[src/hw/mon_pkg.sv]
/*
 * Shared constants and types for the level monitor register bank: register
 * offsets, reset values, serial port framing and the packed carriers.
 * Assumes a single converter clock and a three-wire configuration port.
 */
package mon_pkg;

	// ---------------------------------------------------------------------
	// register offsets
	// ---------------------------------------------------------------------
	localparam logic [14:0] addr_detect_control = 15'h0245;
	localparam logic [14:0] addr_upper_threshold_low = 15'h0247;
	localparam logic [14:0] addr_upper_threshold_high = 15'h0248;
	localparam logic [14:0] addr_lower_threshold_low = 15'h0249;
	localparam logic [14:0] addr_lower_threshold_high = 15'h024a;
	localparam logic [14:0] addr_dwell_time_low = 15'h024b;
	localparam logic [14:0] addr_dwell_time_high = 15'h024c;
	localparam logic [14:0] addr_monitor_sync_control = 15'h026f;
	localparam logic [14:0] addr_monitor_control = 15'h0270;
	localparam logic [14:0] addr_monitor_period_0 = 15'h0271;
	localparam logic [14:0] addr_monitor_period_1 = 15'h0272;
	localparam logic [14:0] addr_monitor_period_2 = 15'h0273;
	localparam logic [14:0] addr_monitor_result_control = 15'h0274;
	localparam logic [14:0] addr_monitor_result_0 = 15'h0275;
	localparam logic [14:0] addr_monitor_result_1 = 15'h0276;
	localparam logic [14:0] addr_monitor_result_2 = 15'h0277;
	localparam logic [14:0] addr_period_count_result = 15'h0278;
	localparam logic [14:0] addr_link_sideband_control = 15'h0279;
	localparam logic [14:0] addr_link_sideband_source_select = 15'h027a;

	// ---------------------------------------------------------------------
	// field positions and reset values
	// ---------------------------------------------------------------------
	localparam int detect_enable_bit = 0;
	localparam int detect_force_value_bit = 2;
	localparam int detect_force_bit = 3;
	localparam int peak_enable_bit = 1;
	localparam int result_select_bit = 0;
	localparam int result_update_bit = 4;
	localparam int link_enable_bit = 0;
	localparam int link_peak_source_bit = 1;
	localparam int result_peak_lsb = 7;
	localparam logic [7:0] rst_detect_control = 8'h00;
	localparam logic [12:0] rst_threshold = 13'h0000;
	localparam logic [15:0] rst_dwell = 16'h0000;
	localparam logic [23:0] rst_period = 24'h000080;
	localparam logic rst_result_select = 1'h1;
	localparam logic [1:0] sync_disabled = 2'h0;
	localparam logic [1:0] sync_one_shot = 2'h2;

	// ---------------------------------------------------------------------
	// serial port framing
	// ---------------------------------------------------------------------
	localparam logic [4:0] instr_last_bit = 5'h0f;
	localparam logic [4:0] data_last_bit = 5'h07;

	// ---------------------------------------------------------------------
	// carriers
	// ---------------------------------------------------------------------
	typedef struct packed {
		logic [12:0] upper;
		logic [12:0] lower;
		logic [15:0] dwell;
		logic enable;
	} detect_cfg_t;

	typedef struct packed {
		logic valid;
		logic [12:0] peak;
	} sideband_t;

endpackage : mon_pkg

[src/hw/signal_monitor_fast_detect_regs.sv]
/*
 * Level monitor and threshold-detect register bank behind the three-wire
 * configuration port, with the peak tracker and sideband feed.
 * Assumes port clock at most one eighth of clk; sample path on clk.
 */
// Behaviour
// [RULE_01] The 20-bit result reads over three bytes with the peak in bits 19:7 and zeros below.
// [RULE_02] Result selection resets to one for the peak source; zero is reserved for software.
// [RULE_03] The peak tracker runs only while monitor control bit 1 is set, off after reset.
// [RULE_04] Peak results reach the sideband path only when source select bit 1 and its enable are set; only valid is gated, peak updates every period.
// [RULE_05] Dwell is 16 bits and thresholds 13 bits, each split low/high, all zero at reset.
// [RULE_06] Writing one to the update bit latches result and period count, then the bit clears itself.
// [RULE_07] With the force bit set the detect pin carries the force value, not the comparison.
`timescale 1ns/10ps
`default_nettype none

module signal_monitor_fast_detect_regs (
	// clock and reset
	input wire logic clk,
	input wire logic sys_rst,
	// configuration port pins
	input wire logic spi_sclk,
	input wire logic spi_csb_n,
	input wire logic spi_sdio_in,
	output logic spi_sdio_out,
	output logic spi_sdio_oe,
	// sample path
	input wire logic sample_valid,
	input wire logic signed [13:0] sample,
	input wire logic sync_pulse,
	input wire logic detect_compare,
	// outputs
	output logic level_threshold_detect_pin,
	output mon_pkg::detect_cfg_t detect_cfg,
	output logic [1:0] sync_mode,
	output mon_pkg::sideband_t sideband_serial_port
);

	typedef struct packed {
		logic sclk_meta, sclk_s, sclk_prev;
		logic csb_meta, csb_s;
		logic sdi_meta, sdi_s;
		logic [4:0] bit_cnt;
		logic [15:0] shift_in;
		logic rw;
		logic [14:0] addr;
		logic data_phase;
		logic [7:0] out_sh;
		logic sdo_oe;
		logic [7:0] det_ctl;
		logic [12:0] upper;
		logic [12:0] lower;
		logic [15:0] dwell;
		logic [1:0] sync_mode;
		logic peak_en;
		logic [23:0] period;
		logic result_sel;
		logic update;
		logic [19:0] result;
		logic [7:0] count_res;
		logic link_en;
		logic link_peak;
		logic det_pin;
		mon_pkg::sideband_t side;
	} state_t;

	state_t q;
	state_t d;
	logic pk_done;
	logic [12:0] pk_last;
	logic [7:0] pk_count;
	logic [15:0] word;
	logic restart;

	// -------------------------------------------------------------------
	// read decode
	// -------------------------------------------------------------------
	function automatic logic [7:0] read_byte(input state_t s, input logic [14:0] a);
		logic [7:0] r;
		r = 8'h00;
		if (a == mon_pkg::addr_detect_control) begin
			r = s.det_ctl;
		end else if (a == mon_pkg::addr_upper_threshold_low) begin
			r = s.upper[7:0];
		end else if (a == mon_pkg::addr_upper_threshold_high) begin
			r = {3'h0, s.upper[12:8]};
		end else if (a == mon_pkg::addr_lower_threshold_low) begin
			r = s.lower[7:0];
		end else if (a == mon_pkg::addr_lower_threshold_high) begin
			r = {3'h0, s.lower[12:8]};
		end else if (a == mon_pkg::addr_dwell_time_low) begin
			r = s.dwell[7:0];
		end else if (a == mon_pkg::addr_dwell_time_high) begin
			r = s.dwell[15:8];
		end else if (a == mon_pkg::addr_monitor_sync_control) begin
			r = {6'h00, s.sync_mode};
		end else if (a == mon_pkg::addr_monitor_control) begin
			r = {6'h00, s.peak_en, 1'b0};
		end else if (a == mon_pkg::addr_monitor_period_0) begin
			r = s.period[7:0];
		end else if (a == mon_pkg::addr_monitor_period_1) begin
			r = s.period[15:8];
		end else if (a == mon_pkg::addr_monitor_period_2) begin
			r = s.period[23:16];
		end else if (a == mon_pkg::addr_monitor_result_control) begin
			r = {3'h0, s.update, 3'h0, s.result_sel};
		end else if (a == mon_pkg::addr_monitor_result_0) begin
			r = s.result[7:0];
		end else if (a == mon_pkg::addr_monitor_result_1) begin
			r = s.result[15:8];
		end else if (a == mon_pkg::addr_monitor_result_2) begin
			r = {4'h0, s.result[19:16]};
		end else if (a == mon_pkg::addr_period_count_result) begin
			r = s.count_res;
		end else if (a == mon_pkg::addr_link_sideband_control) begin
			r = {7'h00, s.link_en};
		end else if (a == mon_pkg::addr_link_sideband_source_select) begin
			r = {6'h00, s.link_peak, 1'b0};
		end
		return r;
	endfunction : read_byte

	// -------------------------------------------------------------------
	// next state
	// -------------------------------------------------------------------
	always_comb begin
		d = q;
		word = {q.shift_in[14:0], q.sdi_s};
		restart = sync_pulse && (q.sync_mode != mon_pkg::sync_disabled);
		// pins pass two flops before any logic looks at them
		d.sclk_meta = spi_sclk;
		d.sclk_s = q.sclk_meta;
		d.sclk_prev = q.sclk_s;
		d.csb_meta = spi_csb_n;
		d.csb_s = q.csb_meta;
		d.sdi_meta = spi_sdio_in;
		d.sdi_s = q.sdi_meta;
		// [RULE_06] update bit clears
		d.update = 1'b0;
		if (q.csb_s) begin
			d.bit_cnt = 5'h00;
			d.data_phase = 1'b0;
			d.sdo_oe = 1'b0;
		end else if (q.sclk_s && !q.sclk_prev) begin
			d.shift_in = word;
			d.bit_cnt = 5'(q.bit_cnt + 5'h01);
			if (!q.data_phase && q.bit_cnt == mon_pkg::instr_last_bit) begin
				d.rw = word[15];
				d.addr = word[14:0];
				d.data_phase = 1'b1;
				d.bit_cnt = 5'h00;
			end else if (q.data_phase && q.bit_cnt == mon_pkg::data_last_bit) begin
				d.bit_cnt = 5'h00;
				d.addr = 15'(q.addr + 15'h0001);
				if (!q.rw) begin
					if (q.addr == mon_pkg::addr_detect_control) begin
						d.det_ctl = word[7:0];
					// [RULE_05] split threshold and dwell
					end else if (q.addr == mon_pkg::addr_upper_threshold_low) begin
						d.upper[7:0] = word[7:0];
					end else if (q.addr == mon_pkg::addr_upper_threshold_high) begin
						d.upper[12:8] = word[4:0];
					end else if (q.addr == mon_pkg::addr_lower_threshold_low) begin
						d.lower[7:0] = word[7:0];
					end else if (q.addr == mon_pkg::addr_lower_threshold_high) begin
						d.lower[12:8] = word[4:0];
					end else if (q.addr == mon_pkg::addr_dwell_time_low) begin
						d.dwell[7:0] = word[7:0];
					end else if (q.addr == mon_pkg::addr_dwell_time_high) begin
						d.dwell[15:8] = word[7:0];
					end else if (q.addr == mon_pkg::addr_monitor_sync_control) begin
						d.sync_mode = word[1:0];
					end else if (q.addr == mon_pkg::addr_monitor_control) begin
						d.peak_en = word[mon_pkg::peak_enable_bit];
					end else if (q.addr == mon_pkg::addr_monitor_period_0) begin
						d.period[7:0] = word[7:0];
					end else if (q.addr == mon_pkg::addr_monitor_period_1) begin
						d.period[15:8] = word[7:0];
					end else if (q.addr == mon_pkg::addr_monitor_period_2) begin
						d.period[23:16] = word[7:0];
					end else if (q.addr == mon_pkg::addr_monitor_result_control) begin
						// [RULE_02] zero is stored but selects nothing
						d.result_sel = word[mon_pkg::result_select_bit];
						d.update = word[mon_pkg::result_update_bit];
					end else if (q.addr == mon_pkg::addr_link_sideband_control) begin
						d.link_en = word[mon_pkg::link_enable_bit];
					end else if (q.addr == mon_pkg::addr_link_sideband_source_select) begin
						d.link_peak = word[mon_pkg::link_peak_source_bit];
					end
				end
			end
		end else if (!q.sclk_s && q.sclk_prev && q.data_phase && q.rw) begin
			// first fall of each byte loads, later falls shift
			d.out_sh = (q.bit_cnt == 5'h00) ? read_byte(q, q.addr) : {q.out_sh[6:0], 1'b0};
			d.sdo_oe = 1'b1;
		end
		// one-shot sync disarms itself after use
		if (restart && q.sync_mode == mon_pkg::sync_one_shot) begin
			d.sync_mode = mon_pkg::sync_disabled;
		end
		// [RULE_06] latch on update
		if (q.update) begin
			// [RULE_01] peak in upper bits
			d.result = q.result_sel ? {pk_last, 7'h00} : 20'h00000;
			d.count_res = pk_count;
		end
		// [RULE_07] force overrides compare
		if (q.det_ctl[mon_pkg::detect_force_bit]) begin
			d.det_pin = q.det_ctl[mon_pkg::detect_force_value_bit];
		end else begin
			d.det_pin = q.det_ctl[mon_pkg::detect_enable_bit] && detect_compare;
		end
		// [RULE_04] sideband gated
		d.side.valid = pk_done && q.link_en && q.link_peak;
		d.side.peak = pk_done ? pk_last : q.side.peak;
	end

	always_ff @(posedge clk) begin
		if (sys_rst) begin
			q <= '0;
			q.sclk_meta <= 1'b0;
			q.csb_meta <= 1'b1;
			q.csb_s <= 1'b1;
			q.det_ctl <= mon_pkg::rst_detect_control;
			q.upper <= mon_pkg::rst_threshold;
			q.lower <= mon_pkg::rst_threshold;
			q.dwell <= mon_pkg::rst_dwell;
			q.period <= mon_pkg::rst_period;
			q.result_sel <= mon_pkg::rst_result_select;
		end else begin
			q <= d;
		end
	end

	// [RULE_03] tracker gated by enable
	peak_track u_peak (
		.clk(clk),
		.sys_rst(sys_rst),
		.enable(q.peak_en),
		.restart(restart),
		.period(q.period),
		.sample_valid(sample_valid),
		.sample(sample),
		.done(pk_done),
		.peak(pk_last),
		.count(pk_count)
	);

	assign spi_sdio_out = q.out_sh[7];
	assign spi_sdio_oe = q.sdo_oe;
	assign level_threshold_detect_pin = q.det_pin;
	assign detect_cfg = '{upper: q.upper, lower: q.lower, dwell: q.dwell,
		enable: q.det_ctl[mon_pkg::detect_enable_bit]};
	assign sync_mode = q.sync_mode;
	assign sideband_serial_port = q.side;

	// -------------------------------------------------------------------
	// checks
	// -------------------------------------------------------------------
	result_layout_a: assert property (@(posedge clk) disable iff (sys_rst) // RULE_01
		q.update && q.result_sel |=> q.result == {$past(pk_last), 7'h00})
		else $error("result not latched as peak over zeros");
	select_default_a: assert property (@(posedge clk) disable iff (sys_rst) // RULE_02
		$past(sys_rst) |-> q.result_sel && read_byte(q, mon_pkg::addr_monitor_result_control) == 8'h01)
		else $error("result control not one after reset");
	peak_gate_a: assert property (@(posedge clk) disable iff (sys_rst) // RULE_03
		!q.peak_en |=> !pk_done)
		else $error("peak tracker ran while disabled");
	sideband_gate_a: assert property (@(posedge clk) disable iff (sys_rst) // RULE_04
		q.side.valid |-> $past(pk_done) && $past(q.link_en) && $past(q.link_peak))
		else $error("sideband fed without both enables");
	config_reset_a: assert property (@(posedge clk) disable iff (sys_rst) // RULE_05
		$past(sys_rst) |-> q.upper == 13'h0000 && q.lower == 13'h0000 && q.dwell == 16'h0000)
		else $error("threshold or dwell not zero after reset");
	update_clear_a: assert property (@(posedge clk) disable iff (sys_rst) // RULE_06
		q.update ##1 !(q.csb_s == 1'b0 && q.data_phase) |-> !q.update)
		else $error("update bit did not clear itself");
	detect_force_a: assert property (@(posedge clk) disable iff (sys_rst) // RULE_07
		q.det_ctl[mon_pkg::detect_force_bit] |=>
		level_threshold_detect_pin == $past(q.det_ctl[mon_pkg::detect_force_value_bit]))
		else $error("detect pin ignored force value");

endmodule : signal_monitor_fast_detect_regs

`default_nettype wire

[src/hw/peak_track.sv]
/*
 * Peak magnitude tracker: holds the largest absolute sample seen over one
 * monitor period and counts finished periods.
 * Assumes samples arrive one per decimated output clock on sample_valid.
 */
`timescale 1ns/10ps
`default_nettype none

module peak_track (
	// clock and reset
	input wire logic clk,
	input wire logic sys_rst,
	// control
	input wire logic enable,
	input wire logic restart,
	input wire logic [23:0] period,
	// samples
	input wire logic sample_valid,
	input wire logic signed [13:0] sample,
	// results
	output logic done,
	output logic [12:0] peak,
	output logic [7:0] count
);

	typedef struct packed {
		logic [23:0] cnt;
		logic [12:0] cur;
		logic [12:0] last;
		logic [7:0] periods;
		logic done;
	} track_t;

	track_t q;
	track_t d;
	logic [13:0] mag;
	logic [12:0] sat;
	logic [12:0] hi;

	always_comb begin
		mag = sample[13] ? 14'(-sample) : 14'(sample);
		// most negative code has no positive twin in 13 bits
		sat = mag[13] ? 13'h1fff : mag[12:0];
		hi = (sat > q.cur) ? sat : q.cur;
		d = q;
		d.done = 1'b0;
		if (!enable || restart) begin
			d.cnt = 24'h000000;
			d.cur = 13'h0000;
		end else if (sample_valid) begin
			// a zero period behaves as one sample
			if (24'(q.cnt + 24'h000001) >= period) begin
				d.last = hi;
				d.periods = 8'(q.periods + 8'h01);
				d.done = 1'b1;
				d.cnt = 24'h000000;
				d.cur = 13'h0000;
			end else begin
				d.cnt = 24'(q.cnt + 24'h000001);
				d.cur = hi;
			end
		end
	end

	always_ff @(posedge clk) begin
		if (sys_rst) begin
			q <= '0;
		end else begin
			q <= d;
		end
	end

	assign done = q.done;
	assign peak = q.last;
	assign count = q.periods;

endmodule : peak_track

`default_nettype wire

[config.mk]
export PLATFORM = sky130hd
export DESIGN_NAME = signal_monitor_fast_detect_regs
export DESIGN_NICKNAME = d
export VERILOG_FILES = /design/src/hw/mon_pkg.sv /design/src/hw/signal_monitor_fast_detect_regs.sv /design/src/hw/peak_track.sv
export SDC_FILE = /design/constraint.sdc
export NUM_CORES = 1
export LEC_CHECK = 0
export BUFFER_PORTS_ARGS = -buffer_cell sky130_fd_sc_hd__buf_2
export CAP_MARGIN = 20
export CELL_PAD_IN_SITES_DETAIL_PLACEMENT = 0
export CELL_PAD_IN_SITES_GLOBAL_PLACEMENT = 1
export CORE_ASPECT_RATIO = 0.5
export CORE_MARGIN = 3
export CORE_UTILIZATION = 47
export DETAILED_ROUTE_END_ITERATION = 12
export HOLD_SLACK_MARGIN = 0.1
export PLACE_DENSITY_LB_ADDON = 0.1
export SETUP_SLACK_MARGIN = 0.02
export SLEW_MARGIN = 10
export SYNTH_ARGS = -nofsm -noshare
export SYNTH_HDL_FRONTEND = slang
export SYNTH_HIERARCHICAL = 1
export SYNTH_SLANG_ARGS = --single-unit
[constraint.sdc]
create_clock -name clk -period 6.6 [get_ports clk]
set_clock_uncertainty 0.1 [all_clocks]
set_input_delay 1.32 -clock clk [delete_from_list [all_inputs] [get_ports clk]]
set_output_delay 1.32 -clock clk [all_outputs]
set_load 0.02 [all_outputs]
==> results of run 1 <==
[flip-flops by register name, summed over array words and instances (netlist names), 2 cells and up]
signal	flops
d	4
detect_cfg	43
q	104
sideband_serial_port	14
sync_mode	2
u_peak/count	8
u_peak/peak	13
u_peak/q	37
[layout by cell type (no fill, tap or decap), drive strengths merged, types with 8 or more instances in the layout]
master / netlist / routed
dfxtp: 229 / 229
nor2: 180 / 180
nand2: 135 / 135
a21oi: 121 / 121
buf: 99 / 106
mux2i: 101 / 101
nand3: 69 / 69
inv: 59 / 61
o21ai: 55 / 55
ha: 47 / 47
nor3: 38 / 38
nand2b: 35 / 35
nand4: 27 / 27
clkbuf: 89 / 25
a211oi: 23 / 23
and3: 18 / 18
xnor2: 18 / 18
a31oi: 17 / 17
nor2b: 16 / 16
o31ai: 16 / 16
a22o: 14 / 14
or4: 14 / 14
nor4: 14 / 14
a32oi: 11 / 11
xor2: 11 / 11
or3: 10 / 10
clkinv: 0 / 10
or2: 9 / 9
o22ai: 9 / 9
o21a: 8 / 8
[layout make-up]
cell class | instances | area, um2 | share of cell area [%]
Inverter | 59 | 221 | 1.58
Timing Repair Buffer | 106 | 599 | 4.28
Clock inverter | 15 | 165 | 1.18
Clock buffer | 25 | 583 | 4.17
Sequential cell | 229 | 4580 | 32.8
Multi-Input combinational cell | 1135 | 7370 | 52.7
Tap cell | 374 | 468 | 3.34
[final timing paths]
check,start,to,slack (ns)
worst min register to register,d[173]$_SDFF_PP1_,q[173]$_SDFF_PP1_,0.31
worst min-delay path,d[173]$_SDFF_PP1_,q[173]$_SDFF_PP1_,0.31
worst max register to register,u_peak/q[35]$_SDFFE_PP0P_,u_peak/q[23]$_SDFFE_PP0P_,1.54
worst max-delay path,sample[3],u_peak/q[23]$_SDFFE_PP0P_,1.26
[per-layer routing]
layer  up-vias  share of wire [%]  global-route usage, %  wire, um
met5         -                  0                      0         0
met4         0                1.9                   5.23       762
met3        59                6.2                   5.03      2420
met2       324                 43                   37.7     17000
met1      5531                 48                   36.4     19000
li1       5557                  -                      -         -
[where the power goes]
part / internal, W / leakage, nW / switching (W)
logic: 0.0000301 / 2.85 / 0.0000666
clock network: 0.000761 / 0.377 / 0.000586
registers: 0.00138 / 1.84 / 0.00000335
total: 0.00217 / 5.07 / 0.000656
[cells by family (layout without fill, tap and decap cells)]
kind of cell	count (synthesis)	after routing	share of synthesized area [%]
flops	229	229	34.7
fa+ha+maj	47	47	4.46
mux	103	103	7.83
compound gates	345	345	17.3
buf+inv	247	205	9.55
xor+xnor	29	29	1.92
simple gates	611	611	24.2
[critical path, stage by stage]
cell	delay, ns
buf_2	0.11
or4_4	0.54
or4_4	0.46
or3_1	0.51
nand2_1	0.17
ha_1	0.26
a211o_1	0.29
a221o_1	0.30
a211oi_1	0.35
a21oi_2	0.33
o31ai_2	0.81
a22o_1	0.23
[stage by stage]
| step | utilization [%] | power, W | area, um2 |
|---|---|---|---|
| global placement | 48.9 | 0.00151 | 13200 |
| global route | 51.8 | 0.00294 | 14000 |
| floorplan | - | 0.00148 | 13200 |
| detailed placement | 49.0 | 0.00151 | 13200 |
| finish | 51.8 | 0.00283 | 14000 |
| CTS | 51.8 | 0.00286 | 14000 |
==> impl_metrics.yaml, run 1 <==
critical_path:
  arrival_ns: 5.70
  criticalPathCategory: "in -> reg"
  startpoint_type: "input port"
  reg2reg_depth: 16
  critPathRequiredTime_ns: 6.96
  critPathMaxFanout: 27
  critPathCaptureType: "flip-flop"
route:
  remaining_drc_errors: 0
  vias_per_cell: 5.90
  drt_iter0_drc: 950
  drtPass1Iterations: 5
  dr_total_vias: 11500
  ant_nets: 0
  wl_per_cell_um: 20.2
  totalWireLength_mm: 39.2
timing:
  grt_setup_unrepaired: "no"
  setup_viol: 0
  final.min_clock_period_ns: 5.34
  post-route-period-util_pct: 80.9
  tightestPinTransition_ns: 1.10
  slew_viol_final: 0
  final_hold_viol_count: 0
  tns_ns: 0
  slew_headroom_pct: 26.5
  fin_ws_ns: 1.26
  fmax_ghz: 0.187
  holdWs_ns: 0.307
run_status:
  status: "finished clean"
clocking:
  clock-root-buffer: "clkbuf_16"
  clock_path_buffers: 3
  cts_resized: 0
  cts_made_buffers: 22
  clock_latency_ns: 0.53
  cts_hold_buf: 0
  htree_num_levels: 1
  clk_pin_slew_worst_paths_ns: 0.07
  cts_tree: "yes"
  cts_setup_buffers: 0
  cts.sinks: 229
placement:
  port_buffers: 83
  gp_congestion: 0.959
  dp_slack_ns: 0.740
  dp_hpwl_mm: 27.9
  dp.cells: 1902
logic_synthesis:
  netlist_instances: 1611
  synth_common_cells: "229 x dfxtp_1, 179 x nor2_1, 134 x nand2_1"
  syn_avg_cell_area_um2: 8.19
  synth_area_mm2: 0.0132
  ys_seq_area_share_pct: 34.7
  ys_types: 92
  synth_top_cell_by_area: "dfxtp_1"
  syn_nets: 1680
  yosys_register_bits: 229
  synth_top_area_share_pct: 34.7
  synth-edff-count: 0
  synth_most_common_cell: "dfxtp_1"
  async_flop_share_pct: 0
  yosys-top-cells-area: "dfxtp_1 35%, mux2i_1 7.7%, nor2_1 5.1%"
  yosys_warnings: 6
  ys.flop_type: "dfxtp_1"
min_path:
  holdCritPathClass: "reg -> reg"
  hold_depth: 1
floorplanning:
  io_pins: 84
  dieArea_mm2: 0.0302
  start_util_pct: 48.9
  core_area_mm2: 0.0270
  die_w_um: 243
  row_count: 42
  die_h_um: 124
global_route:
  grt_pass1_wl_mm: 61.2
  grtUsageTotal_pct: 24.9
  grt-ovfl-total: 0
  grt_pass1_vias: 10600
  grt_max_degree: 94
  antenna_found_initial: 0
cells_and_area:
  drive_gt1_share_pct: 12.9
  final_nets: 1622
  antennaDiodeCount: 0
  final_cell_count_no_fill: 1943
  num-fill-cells: 2651
  syn_to_final_growth_pct: 6.02
pwr:
  power_leakage_nw: 5.07
  power_density_mw_per_mm2: 202
  ir_worst_vdd_mv: 0.175
run:
  drv_cap: 0
(Power assumes the default switching activity.)
==> run 2: changes to the inputs <==
Settings changed: CORE_UTILIZATION 47 to 42.
Clock period 6.6 ns to 4.9 ns, I/O delays scaled along.
==> impl_metrics.yaml, run 2 (synthesis results as in run 1) <==
run_status:
  status: "finished clean"
critical_path:
  cp_cell_sequence: "buf_2, or4_4, or4_4, or3_1, nand2_1, ha_1, a211o_1, a221o_1, a211oi_1, nand2_1, nand2_1, nor3_1, buf_2, a22o_1"
  critPathCaptureType: "flip-flop"
  crit_buf_inv: 2
  cpLargestDelayFamily: "simple AND/OR/NAND/NOR gates"
  arrival_ns: 4.68
  path_common_cell: "nand2_1"
  critPathMaxFanout: 9
  startpoint_type: "input port"
  cp_slowest_cell: "or4_4"
  criticalPathCategory: "in -> reg"
  cpPeakStageDelay_ns: 0.54
  critPathRequiredTime_ns: 5.20
placement:
  gp_congestion: 0.937
  dp_slack_ns: -0.337
  port_buffers: 83
  dp_hpwl_mm: 28.4
timing:
  grt_setup_unrepaired: "no"
  final_hold_viol_count: 0
  fmax_ghz: 0.228
  fin_ws_ns: 0.518
  slew_viol_final: 0
  final.min_clock_period_ns: 4.38
  setup_viol: 0
  tightestPinTransition_ns: 1.04
  post-route-period-util_pct: 89.4
  slew_headroom_pct: 30.7
clocking:
  cts_resized: 0
  cts_setup_buffers: 0
  clk_pin_slew_worst_paths_ns: 0.06
  cts_hold_buf: 0
  cts.sinks: 229
  cts_made_buffers: 23
  clock_path_buffers: 3
  htree_num_levels: 1
  cts_tree: "yes"
  clock_latency_ns: 0.53
  clock-root-buffer: "clkbuf_16"
global_route:
  grt_max_degree: 69
  grt-ovfl-total: 0
  grt_pass1_wl_mm: 62.7
  antenna_found_initial: 0
  grtUsageTotal_pct: 22.9
  grt_pass1_vias: 10900
cells_and_area:
  num-fill-cells: 3066
  top_register: "q"
  drive_gt1_share_pct: 13.9
  mostFrequentLayoutCells: "229 x dfxtp_1, 178 x nor2_1, 134 x nand2_1"
  antennaDiodeCount: 0
  layout_commonest_cell: "dfxtp_1"
  final_nets: 1641
  largest_reg_flops: 104
  syn_to_final_growth_pct: 7.59
floorplanning:
  core_area_mm2: 0.0306
  row_count: 45
  die_h_um: 131
  io_pins: 84
  start_util_pct: 43.1
  dieArea_mm2: 0.0337
  die_w_um: 257
route:
  drtPass1Iterations: 10
  wl_per_cell_um: 19.8
  vias_per_cell: 5.73
  remaining_drc_errors: 0
  dr_total_vias: 11500
  drt_iter0_drc: 1065
  totalWireLength_mm: 39.7
  ant_nets: 0
pwr:
  ir_worst_vdd_mv: 0.147
  power_leakage_nw: 5.15
  p_total_w: 0.00379
  power_density_mw_per_mm2: 267
min_path:
  holdCritPathClass: "reg -> reg"
run:
  drv_cap: 0
## run 2: per-layer routing
metal  GRT usage [%]  vias up  wire length [um]  share of wire (%)
li1                -     5608                 -                  -
met2            35.2      312             17200                 43
met5               0        -                 0                  0
met3            3.27       61              1990                5.0
met4            5.75        0               979                2.5
met1            33.7     5529             19500                 49
## run 2: path summary, 6_finish.rpt
check	start	endpoint	slack (ns)	cells past startpoint
setup / recovery	sample[3]	u_peak/q[29]$_SDFFE_PP0P_	0.52	14
hold / removal	d[173]$_SDFF_PP1_	q[173]$_SDFF_PP1_	0.31	1
setup reg to reg	u_peak/q[37]$_SDFFE_PP0P_	u_peak/count[5]$_SDFFE_PP0P_	0.55	14
hold reg to reg	d[173]$_SDFF_PP1_	q[173]$_SDFF_PP1_	0.31	1
## run 2: area by class of cell
class / instances / area, um2 / share of cell area, %
Timing Repair Buffer: 124 / 752 / 5.30
Clock buffer: 27 / 621 / 4.37
Inverter: 59 / 221 / 1.56
Clock inverter: 11 / 116 / 0.820
Sequential cell: 229 / 4580 / 32.3
Multi-Input combinational cell: 1135 / 7370 / 51.9
Tap cell: 423 / 529 / 3.73
## run 2: worst register-to-register path, stage by stage (launching register included)
cell,delay [ns]
dfxtp_1,0.44
nand3_1,0.18
nor3_2,0.37
nand3_1,0.33
nor4_1,0.44
xor2_1,0.16
ha_1,0.33
nand4_1,0.15
nor3_1,0.36
o2111ai_1,0.21
o22ai_2,0.16
buf_4,0.21
nor2_2,0.15
or4_1,0.53
a21oi_1,0.15
## run 2: report_power, final
part / leakage (nW) / switching, W / internal [W]
Clock: 0.359 / 0.000776 / 0.00101
Sequential: 1.84 / 0.00000438 / 0.00186
Combinational: 2.95 / 0.0000913 / 0.0000500
Total: 5.15 / 0.000871 / 0.00292
## run 2: per-stage QoR
step	std cells	TNS (ns)	instance area [um2]	hold WS (ns)	utilization, %
after global routing	2008	0	14200	0.320	46.4
after detailed placement	1969	-3.58	13500	0.300	43.9
after floorplan	1611	0	13200	0.289	-
final	2008	0	14200	0.311	46.4
after global placement	1969	-1.31	13500	0.299	43.9
after CTS	2007	0	14200	0.315	46.3
==> run 3: changes to the inputs <==
Settings changed: ABC_AREA from default to 1, CORE_UTILIZATION 42 to 40.
==> impl_metrics.yaml, run 3 <==
cells_and_area:
  num-fill-cells: 3334
  final_cell_count_no_fill: 2331
  final_nets: 1950
  top_register: "q"
  antennaDiodeCount: 0
  largest_reg_flops: 104
  mostFrequentLayoutCells: "418 x nand2_1, 229 x dfxtp_1, 214 x nor2_1"
  multi_input_area_mm2: 0.00677
  final_cell_area_mm2: 0.0141
  register_area_mm2: 0.00458
  drive_gt1_share_pct: 12.7
  layout_commonest_cell: "nand2_1"
  syn_to_final_growth_pct: 6.89
logic_synthesis:
  synth_area_mm2: 0.0132
  ys.flop_type: "dfxtp_1"
  async_flop_share_pct: 0
  synth_top_cell_by_area: "dfxtp_1"
  synth_most_common_cell: "nand2_1"
  netlist_instances: 1912
  yosys_warnings: 6
  synth-edff-count: 0
  yosys_register_bits: 229
  synth_common_cells: "418 x nand2_1, 229 x dfxtp_1, 214 x nor2_1"
  synth_top_area_share_pct: 34.9
  ys_seq_area_share_pct: 34.9
  ys_types: 51
  syn_avg_cell_area_um2: 6.88
  syn_nets: 1981
  yosys-top-cells-area: "dfxtp_1 35%, nand2_1 12%, a21oi_1 7.4%"
placement:
  dp.cells: 2287
  dp_hpwl_mm: 28.0
  gp_congestion: 0.869
  post_dp_cell_area_mm2: 0.0132
  port_buffers: 83
timing:
  final_hold_viol_count: 0
  fmax_ghz: 0.275
  tightestPinTransition_ns: 0.895
  grt_setup_unrepaired: "no"
  post-route-period-util_pct: 74.1
  slew_viol_final: 0
  slew_headroom_pct: 40.2
  setup_viol: 0
  final.min_clock_period_ns: 3.63
  tns_ns: 0
pwr:
  p_total_w: 0.00397
  power_leakage_nw: 6.17
  power_density_mw_per_mm2: 283
  ir_worst_vdd_mv: 0.234
floorplanning:
  die_h_um: 134
  core_area_mm2: 0.0321
  start_util_pct: 41.0
  io_pins: 84
  dieArea_mm2: 0.0352
  row_count: 46
  die_w_um: 262
global_route:
  grt_pass1_wl_mm: 61.2
  grt_max_degree: 65
  grtUsageTotal_pct: 21.2
  grt-ovfl-total: 0
  antenna_found_initial: 0
  grt_pass1_vias: 11300
clocking:
  cts_hold_buf: 0
  clk_pin_slew_worst_paths_ns: 0.07
  clock_path_buffers: 3
  htree_num_levels: 1
  clock-root-buffer: "clkbuf_16"
  cts.sinks: 229
  cts_tree: "yes"
  clock_latency_ns: 0.53
  cts_resized: 0
  cts_setup_buffers: 0
  cts_made_buffers: 24
critical_path:
  critPathRequiredTime_ns: 5.25
  critPathCaptureType: "flip-flop"
  criticalPathCategory: "reg -> reg"
  startpoint_type: "flip-flop"
  critPathMaxFanout: 37
  arrival_ns: 3.98
route:
  wl_per_cell_um: 16.3
  remaining_drc_errors: 0
  drtPass1Iterations: 5
  vias_per_cell: 5.05
  totalWireLength_mm: 37.9
  drt_iter0_drc: 749
  dr_total_vias: 11800
  ant_nets: 0
min_path:
  holdCritPathClass: "reg -> reg"
run:
  drv_cap: 0
run_status:
  status: "finished clean"
[run 3: path summary, 6_finish.rpt]
check / to / cells past startpoint / slack (ns) / start
setup reg to reg: u_peak/q[50]$_SDFFE_PP0P_ / 20 / 1.27 / u_peak/q[35]$_SDFFE_PP0P_
hold / removal: q[171]$_SDFF_PP0_ / 2 / 0.31 / d[171]$_SDFF_PP0_
setup / recovery: u_peak/q[50]$_SDFFE_PP0P_ / 20 / 1.27 / u_peak/q[35]$_SDFFE_PP0P_
hold reg to reg: q[171]$_SDFF_PP0_ / 2 / 0.31 / d[171]$_SDFF_PP0_
[run 3: layout make-up]
| cell class | count | area share, % |
|---|---|---|
| Clock buffer | 34 | 5.19 |
| Tap cell | 432 | 3.84 |
| Clock inverter | 10 | 0.765 |
| Multi-Input combinational cell | 1308 | 48.2 |
| Sequential cell | 229 | 32.6 |
| Inverter | 231 | 6.24 |
| Timing Repair Buffer | 87 | 3.17 |
[run 3: report_power, final]
part / internal (W) / switching, W / total (W)
Clock: 0.00114 / 0.000800 / 0.00194
Sequential: 0.00186 / 0.00000456 / 0.00187
Combinational: 0.0000466 / 0.000113 / 0.000160
Total: 0.00305 / 0.000917 / 0.00397
[run 3: stage by stage]
| step | util, % | setup WS [ns] | hold slack, ns |
|---|---|---|---|
| global placement | 41.2 | 1.14 | 0.294 |
| detailed placement | 41.2 | 1.08 | 0.305 |
| finish | 43.9 | 1.27 | 0.311 |
| floorplan | - | 1.73 | 0.288 |
| global route | 43.9 | 0.827 | 0.331 |
| CTS | 43.9 | 1.23 | 0.314 |
[run 3: logic make-up after synthesis]
kind of cell / share of synthesized area [%]
XOR/XNOR: 2.30
flip-flops: 34.9
AO/OA/AOI/OAI: 15.9
AND/OR/NAND/NOR: 28.9
buffers and inverters: 13.6
adder cells (fa/ha/maj): 4.47
[run 3: metal layers]
metal / routed length [um] / vias up / global-route usage [%]
li1: - / 6053 / -
met1: 18600 / 5436 / 29.9
met2: 16900 / 253 / 34.8
met3: 1680 / 40 / 3.08
met4: 674 / 0 / 4.39
met5: 0 / - / 0
[run 3: critical path: stages (launching register included)]
cell and delay [ns]:
dfxtp_1 0.40, ha_1 0.22, nand3_1 0.13, inv_2 0.10, nand3_4 0.10, nor2_2 0.17
nand2_2 0.10, o21ai_0 0.15, nand2_1 0.09, ha_1 0.28, nand2_1 0.07, nor2_2 0.04
nand2_1 0.09, nor2_1 0.05, nand2_1 0.05, nand2_1 0.05, nor2_1 0.12, nand2_2 0.19
nor2_4 0.73, nand2_1 0.14, a21oi_1 0.16
